<file path="config.mk">
export PLATFORM = sky130hd
export DESIGN_NAME = uart_line_control
export DESIGN_NICKNAME = d
export VERILOG_FILES = /design/src/logic/uart_lfc_pkg.sv /design/src/logic/uart_line_control.sv
export VERILOG_INCLUDE_DIRS = /design/src /design/src/logic
export SDC_FILE = /design/constraint.sdc
export NUM_CORES = 1
export LEC_CHECK = 0
export BUFFER_PORTS_ARGS = -buffer_cell sky130_fd_sc_hd__buf_2
export CAP_MARGIN = 20
export CORE_MARGIN = 2
export CORE_UTILIZATION = 30
export DETAILED_ROUTE_END_ITERATION = 12
export PLACE_DENSITY = 0.55
export RECOVER_POWER = 50
export SYNTH_ARGS = -nofsm -noshare
export SYNTH_HDL_FRONTEND = slang
export SYNTH_SLANG_ARGS = --single-unit
export TNS_END_PERCENT = 5
</file>
<file path="constraint.sdc">
create_clock -name clk_in -period 7.4 [get_ports clk_in]
set_input_delay 0.74 -clock clk_in [delete_from_list [all_inputs] [get_ports clk_in]]
set_output_delay 0.74 -clock clk_in [all_outputs]
set_load 0.02 [all_outputs]
</file>
<file path="src/logic/uart_lfc_consts.svh">
// Offsets, reset values, clock rate and timing counts of the line format block.
// Assumes inclusion by bare name from the package; the top module uses the macros without including it.
`ifndef UART_LFC_CONSTS_SVH
`define UART_LFC_CONSTS_SVH
`define IDX_DATA 3'h0
`define IDX_DIV_HI 3'h1
`define IDX_ALT 3'h2
`define IDX_LFC 3'h3
`define IDX_LSTAT 3'h5
`define LFC_RESET 8'h00
`define DIV_RESET 16'h0001
`define ALT_RESET 8'h00
`define CLK_HZ 10000000
`define HALF_ONE 2'h1
`define HALF_TWO 2'h2
`define HALF_THREE 2'h3
`endif

</file>
<file path="src/logic/uart_lfc_pkg.sv">
// Types shared by the line format block and its surroundings.
// Assumes the constants header is on the include path.
package uart_lfc_pkg;
  `include "uart_lfc_consts.svh"
  // Line format register fields, msb first.
  typedef struct packed {
    logic divisor_access_select;
    logic break_ctl;
    logic forced_parity;
    logic even_sel;
    logic parity_enable;
    logic stop_long;
    logic [1:0] word_len;
  } lfc_t;
  // Avalon-MM request group.
  typedef struct packed {
    logic [4:0] address;
    logic read;
    logic write;
    logic [31:0] writedata;
  } avm_req_t;
  typedef enum logic [2:0] {TX_IDLE, TX_START, TX_DATA, TX_PAR, TX_STOP} tx_state_t;
  typedef enum logic [2:0] {RX_IDLE, RX_START, RX_DATA, RX_PAR, RX_STOP} rx_state_t;
endpackage : uart_lfc_pkg

</file>
<file path="src/logic/uart_line_control.sv">
// One UART channel around its line format control register, reached over Avalon-MM.
// Assumes a 10 MHz clk_in, synchronous rx input and a master that holds requests.
module uart_line_control (
  input wire logic clk_in, // 10 MHz clock.
  input wire logic rst_in, // Synchronous reset, active high.
  input wire uart_lfc_pkg::avm_req_t avm_in, // Avalon-MM request.
  input wire logic serial_input_in, // Serial receive line.
  output logic [31:0] avm_readdata_out, // Avalon-MM read data.
  output logic avm_waitrequest_out, // Avalon-MM wait request.
  output logic serial_output_out // Serial transmit line.
);
  import uart_lfc_pkg::*;

  lfc_t lfc_q;
  logic [15:0] div_q;
  logic [7:0] alt_q;
  logic wait_q;
  logic [31:0] rdata_q;
  logic txd_q;
  // Two-entry transmit holding buffer.
  logic [7:0] buf_q [2];
  logic wptr_q, rptr_q;
  logic [1:0] cnt_q;
  // Transmitter.
  tx_state_t tx_q;
  logic [7:0] tsh_q;
  logic [2:0] tbit_q;
  logic [1:0] thalf_q;
  logic [15:0] tdiv_q;
  logic tpar_q;
  // Receiver and status.
  rx_state_t rx_q;
  logic [7:0] rsh_q, rdat_q;
  logic [2:0] rbit_q;
  logic [1:0] rhalf_q;
  logic [15:0] rdiv_q;
  logic rpar_q, rrdy_q, ovr_q, perr_q, ferr_q;

  // Bus decode; a request is taken at the edge where waitrequest is low.
  wire req = avm_in.read | avm_in.write;
  wire [2:0] idx = avm_in.address[4:2];
  wire dsel = lfc_q.divisor_access_select;
  wire hit_hold = avm_in.write & (idx == `IDX_DATA) & ~dsel;
  wire buf_in_ready = cnt_q != 2'h2;
  wire accept = req & wait_q & (~hit_hold | buf_in_ready);
  wire done = req & ~wait_q;
  wire wr = done & avm_in.write;
  wire rd = done & avm_in.read;
  wire [7:0] wd = avm_in.writedata[7:0];
  wire rd_data = rd & ~dsel & (idx == `IDX_DATA);
  wire rd_stat = rd & (idx == `IDX_LSTAT);

  // Buffer handshake: filled by bus writes, drained by an idle transmitter.
  wire buf_out_valid = cnt_q != 2'h0;
  wire buf_out_ready = tx_q == TX_IDLE;
  wire push = wr & hit_hold;
  wire pop = buf_out_valid & buf_out_ready;
  wire [1:0] cnt_d = 2'(cnt_q + {1'b0, push} - {1'b0, pop});
  wire hold_empty = cnt_q == 2'h0;
  wire all_empty = hold_empty & (tx_q == TX_IDLE);

  // Read mux; divisor select steers the shared offsets.
  wire [7:0] stat = {1'b0, all_empty, hold_empty, 1'b0, ferr_q, perr_q, ovr_q, rrdy_q};
  wire [7:0] rmux =
    (idx == `IDX_DATA) ? (dsel ? div_q[7:0] : rdat_q) :
    (idx == `IDX_DIV_HI && dsel) ? div_q[15:8] :
    (idx == `IDX_ALT && dsel) ? alt_q :
    (idx == `IDX_LFC) ? lfc_q :
    (idx == `IDX_LSTAT) ? stat : 8'h00;

  // Parity level for a word under the current format.
  function automatic logic par_bit(input lfc_t f, input logic [7:0] d);
    logic x;
    x = ^d;
    par_bit = f.forced_parity ? ~f.even_sel : (f.even_sel ? x : ~x);
  endfunction : par_bit

  // Half-bit ticks; a bit time is two ticks of the divisor count.
  wire ttick = tdiv_q == 16'h0000;
  wire rtick = rdiv_q == 16'h0000;
  wire [2:0] last_bit = 3'(3'h4 + {1'b0, lfc_q.word_len});
  wire [1:0] stop_halves = ~lfc_q.stop_long ? `HALF_ONE :
    (lfc_q.word_len == 2'h0) ? `HALF_TWO : `HALF_THREE;
  wire [7:0] tmask = 8'hff >> (3'h3 - {1'b0, lfc_q.word_len});
  wire tx_line = (tx_q == TX_START) ? 1'b0 : (tx_q == TX_DATA) ? tsh_q[0] :
    (tx_q == TX_PAR) ? tpar_q : 1'b1;
  wire rx_par_bad = lfc_q.parity_enable & (rpar_q != par_bit(lfc_q, rsh_q));

  // Register bus slave and control registers.
  always_ff @(posedge clk_in) begin
    if (rst_in) begin
      lfc_q <= `LFC_RESET;
      div_q <= `DIV_RESET;
      alt_q <= `ALT_RESET;
      wait_q <= 1'b1;
      rdata_q <= 32'h0000_0000;
    end else begin
      wait_q <= ~accept;
      if (accept) begin
        rdata_q <= {24'h00_0000, rmux};
      end
      if (wr && idx == `IDX_LFC) begin
        lfc_q <= wd;
      end
      if (wr && dsel && idx == `IDX_DATA) begin
        div_q[7:0] <= wd;
      end
      if (wr && dsel && idx == `IDX_DIV_HI) begin
        div_q[15:8] <= wd;
      end
      if (wr && dsel && idx == `IDX_ALT) begin
        alt_q <= wd;
      end
    end
  end

  // Holding buffer storage and pointers.
  always_ff @(posedge clk_in) begin
    if (rst_in) begin
      wptr_q <= 1'b0;
      rptr_q <= 1'b0;
      cnt_q <= 2'h0;
    end else begin
      if (push) begin
        buf_q[wptr_q] <= wd;
        wptr_q <= ~wptr_q;
      end
      if (pop) begin
        rptr_q <= ~rptr_q;
      end
      cnt_q <= cnt_d;
    end
  end

  // Transmitter; it runs whether or not break is set.
  always_ff @(posedge clk_in) begin
    if (rst_in) begin
      tx_q <= TX_IDLE;
      tsh_q <= 8'h00;
      tbit_q <= 3'h0;
      thalf_q <= 2'h0;
      tdiv_q <= 16'h0000;
      tpar_q <= 1'b0;
    end else begin
      tdiv_q <= (ttick || tx_q == TX_IDLE) ? 16'(div_q - 16'h0001) : 16'(tdiv_q - 16'h0001);
      if (pop) begin
        tx_q <= TX_START;
        tsh_q <= buf_q[rptr_q];
        tpar_q <= par_bit(lfc_q, buf_q[rptr_q] & tmask);
        tbit_q <= 3'h0;
        thalf_q <= 2'h1;
      end else if (ttick && tx_q != TX_IDLE) begin
        if (thalf_q != 2'h0) begin
          thalf_q <= 2'(thalf_q - 2'h1);
        end else begin
          thalf_q <= 2'h1;
          unique case (tx_q)
            TX_START: tx_q <= TX_DATA;
            TX_DATA: begin
              tsh_q <= tsh_q >> 1;
              tbit_q <= 3'(tbit_q + 3'h1);
              if (tbit_q == last_bit) begin
                tx_q <= lfc_q.parity_enable ? TX_PAR : TX_STOP;
                thalf_q <= lfc_q.parity_enable ? 2'h1 : stop_halves;
              end
            end
            TX_PAR: begin
              tx_q <= TX_STOP;
              thalf_q <= stop_halves;
            end
            TX_STOP: tx_q <= TX_IDLE;
            TX_IDLE: tx_q <= TX_IDLE;
          endcase
        end
      end
    end
  end

  // Serial output; break overrides the transmitter's line.
  always_ff @(posedge clk_in) begin
    if (rst_in) begin
      txd_q <= 1'b1;
    end else begin
      txd_q <= lfc_q.break_ctl ? 1'b0 : tx_line;
    end
  end

  // Receiver; samples mid-bit and checks parity and stop.
  always_ff @(posedge clk_in) begin
    if (rst_in) begin
      rx_q <= RX_IDLE;
      rsh_q <= 8'h00;
      rdat_q <= 8'h00;
      rbit_q <= 3'h0;
      rhalf_q <= 2'h0;
      rdiv_q <= 16'h0000;
      rpar_q <= 1'b0;
      rrdy_q <= 1'b0;
      ovr_q <= 1'b0;
      perr_q <= 1'b0;
      ferr_q <= 1'b0;
    end else begin
      rdiv_q <= (rtick || rx_q == RX_IDLE) ? 16'(div_q - 16'h0001) : 16'(rdiv_q - 16'h0001);
      // Reads clear status; a new event in the same cycle wins.
      if (rd_data) begin
        rrdy_q <= 1'b0;
      end
      if (rd_stat) begin
        ovr_q <= 1'b0;
        perr_q <= 1'b0;
        ferr_q <= 1'b0;
      end
      if (rx_q == RX_IDLE) begin
        if (!serial_input_in) begin
          rx_q <= RX_START;
          rhalf_q <= 2'h0;
          rbit_q <= 3'h0;
          rsh_q <= 8'h00;
        end
      end else if (rtick) begin
        if (rhalf_q != 2'h0) begin
          rhalf_q <= 2'(rhalf_q - 2'h1);
        end else begin
          rhalf_q <= 2'h1;
          unique case (rx_q)
            RX_START: rx_q <= serial_input_in ? RX_IDLE : RX_DATA;
            RX_DATA: begin
              rsh_q[rbit_q] <= serial_input_in;
              rbit_q <= 3'(rbit_q + 3'h1);
              if (rbit_q == last_bit) begin
                rx_q <= lfc_q.parity_enable ? RX_PAR : RX_STOP;
              end
            end
            RX_PAR: begin
              rpar_q <= serial_input_in;
              rx_q <= RX_STOP;
            end
            RX_STOP: begin
              rx_q <= RX_IDLE;
              rdat_q <= rsh_q;
              rrdy_q <= 1'b1;
              ovr_q <= (ovr_q & ~rd_stat) | (rrdy_q & ~rd_data);
              ferr_q <= (ferr_q & ~rd_stat) | ~serial_input_in;
              perr_q <= (perr_q & ~rd_stat) | rx_par_bad;
            end
            RX_IDLE: rx_q <= RX_IDLE;
          endcase
        end
      end
    end
  end

  assign avm_readdata_out = rdata_q;
  assign avm_waitrequest_out = wait_q;
  assign serial_output_out = txd_q;
endmodule : uart_line_control

</file>
==> flow_summary.toml <==
[routing]
dr.pass1.iters = 5
vias = 5491
drt-initial-drc-count = 330
routed_wl_um = 16900
drc = 0
routedWlPerCell_um = 14.9
viasPerCell = 4.85
drtAntennaViolNets = 0

[clock_tree]
cts_num_sinks = 141
hold_buffers = 0
clock_latency_ns = 0.42
cts_max_path_buffers = 2
clk_pin_slew_ns = 0.06
post_cts_buffers = 0
cts_tree = "yes"
htreeDepth = 4
root_buffer = "clkbuf_16"
cts-resized-gates = 0
cts_buffers = 17

[sta]
rsz0062_at_grt = "no"
hold_ws_ns = 0.459
fin_crit_sh_pct = 51.5
max_slew_margin_pct = -103
period_needed_ns = 3.81
finalHoldViolCount = 0
clock-skew-final_ns = 0.00826
tns_ns = 0
setup_viol = 0
slew_violations = 66
max_freq_mhz = 262
worst_slew_pin_slew_ns = 3.05

[placement]
place_inst = 1097
gp_congestion = 0.835
hpwl_um = 11800
port_buffers = 25

[yosys]
yosys-top-cells-count = "dfxtp_1, nor2_1, nand2_1"
seq_area_frac_synth_pct = 42.2
ys_warn_count = 0
synth-main-ff-cell = "dfxtp_1"
syn-cell-area_um2 = 7060
synth-edff-count = 16
synth-seq-cells = 141
synthCells = 791
ys_types = 64
yosys.area.top_type = "dfxtp_1"
yosysTopAreaCellShare_pct = 35.4
yosysMostFrequentCell = "dfxtp_1"
synth_area_leaders = "dfxtp_1, edfxtp_1, mux2i_1"
async_flop_share_pct = 0
avgSynthCellArea_um2 = 8.93

[grt]
antenna_found_initial = 0
grt_pass1_vias = 5071
overflow = 0
grt_max_degree = 66
grt_pass1_wl_um = 27100
grtUsageTotal_pct = 14.0

[worst_setup_path]
critPathArrivalTime_ns = 4.15
slowest_stage = "clkbuf_1"
crit_chain = "clkbuf_1, buf_4, clkbuf_1, o21bai_1"
cp-start-kind = "primary input"
worstPathRequired_ns = 7.74
reg2reg_depth = 8
slowest_delay_ns = 2.20
end_kind = "flop"
cp_common_cell = "clkbuf_1"
setup.worst_path.class = "in -> reg"
cp_max_fo = 65

[die]
ios = 76
num_rows = 56
die_area_um2 = 24800
fp.dieW_um = 157
core_um2 = 23300
start_util_pct = 30.4
die_h_um = 157

[status]
outcome = "finished, violations left"
failed_checks = "max-capacitance violations, max-slew violations"

[finish]
num_antenna_cells = 0
layoutNonFillerInstCount = 1132
drive_above_1_share_pct = 6.89
final_nets = 850
syn2layout_area_growth_pct = 12.3
final_util_pct = 34.1
fillers = 2464

[worst_hold_path]
hp-class = "reg -> reg"
min_path_cells = 2

[power]
p_per_area_nw_per_um2 = 411
ir_drop_mv = 0.188
leakagePower_nw = 2.83

[run]
max_cap_viol_count = 1
[registers in the layout, indices dropped and copies added (netlist names), 8 cells and up, named ones only]
| register | cells |
|---|---|
| buf_q | 16 |
| alt_q | 8 |
| div_q | 16 |
| tdiv_q | 16 |
| rdat_q | 8 |
| tsh_q | 8 |
| rdiv_q | 16 |
| avm_readdata_out | 8 |
| rsh_q | 8 |
[logic make-up (layout without fill, tap and decap cells)]
kind of cell,Yosys count,count (layout),share of synthesized area [%]
compound gates,150,150,14.5
simple gates,293,293,20.4
mux,50,50,7.14
flops,141,141,42.2
buf+inv,79,78,5.72
fa+ha+maj,8,8,1.42
xor+xnor,69,69,8.55
other cells,1,24,0.0531
[routing by layer]
layer / up-vias / global-route usage [%] / part of all wire, %
met5: - / 0 / 0
met4: 0 / 4.89 / 1.4
met3: 17 / 2.86 / 4.1
met2: 89 / 21.1 / 45
met1: 2612 / 19.7 / 49
li1: 2773 / - / -
[layout by cell type, fill, tap and decap left out, types with 24 or more instances in the layout]
cell / n
xor2_1: 27
nor2_1: 107
mux2i_1: 47
nand2_1: 66
conb_1: 24
clkbuf_1: 24
dfxtp_1: 125
xnor2_1: 42
a21oi_1: 39
a211oi_1: 43
[worst max-delay path, delay by kind of cell]
| family | cells | cell delay [ns] |
|---|---|---|
| AOI/OAI and AO/OA | 1 | 0.36 |
| buffers and inverters | 3 | 3.00 |
[final timing paths]
path / from / endpoint / slack (ns)
hold reg to reg: rdat_q[1]$_SDFFE_PP0P_ / rdat_q[1]$_SDFFE_PP0P_ / 0.46
setup / recovery: rst_in / serial_output_out$_SDFF_PP1_ / 3.59
setup reg to reg: tdiv_q[0]$_SDFF_PP0_ / tsh_q[6]$_SDFFE_PP0P_ / 4.41
hold / removal: rdat_q[1]$_SDFFE_PP0P_ / rdat_q[1]$_SDFFE_PP0P_ / 0.46
[through the flow]
stage | total power (W) | setup slack, ns | cell area, µm²
after CTS | 0.00326 | 4.42 | 7930
final | 0.00326 | 3.59 | 7930
after floorplan | 0.00218 | 4.54 | 7150
after global routing | 0.00351 | 3.19 | 7930
after detailed placement | 0.00243 | 4.03 | 7370
after global placement | 0.00243 | 4.01 | 7360
[power breakdown]
part	switching (W)	internal [W]
sequential	0.000143	0.000915
clock	0.000335	0.000474
combinational	0.000798	0.000595
total	0.00128	0.00198
[layout make-up]
type                    count  area, µm²  area share, %
well taps                 319        399           5.03
repair buffers             34        175           2.21
flip-flops and latches    141       2980           37.6
clock inverters            12        113           1.42
multi-input cells         594       3770           47.5
clock buffers              20        447           5.63
inverters                  12       45.0          0.568
Power figures use the tool's default switching activity.
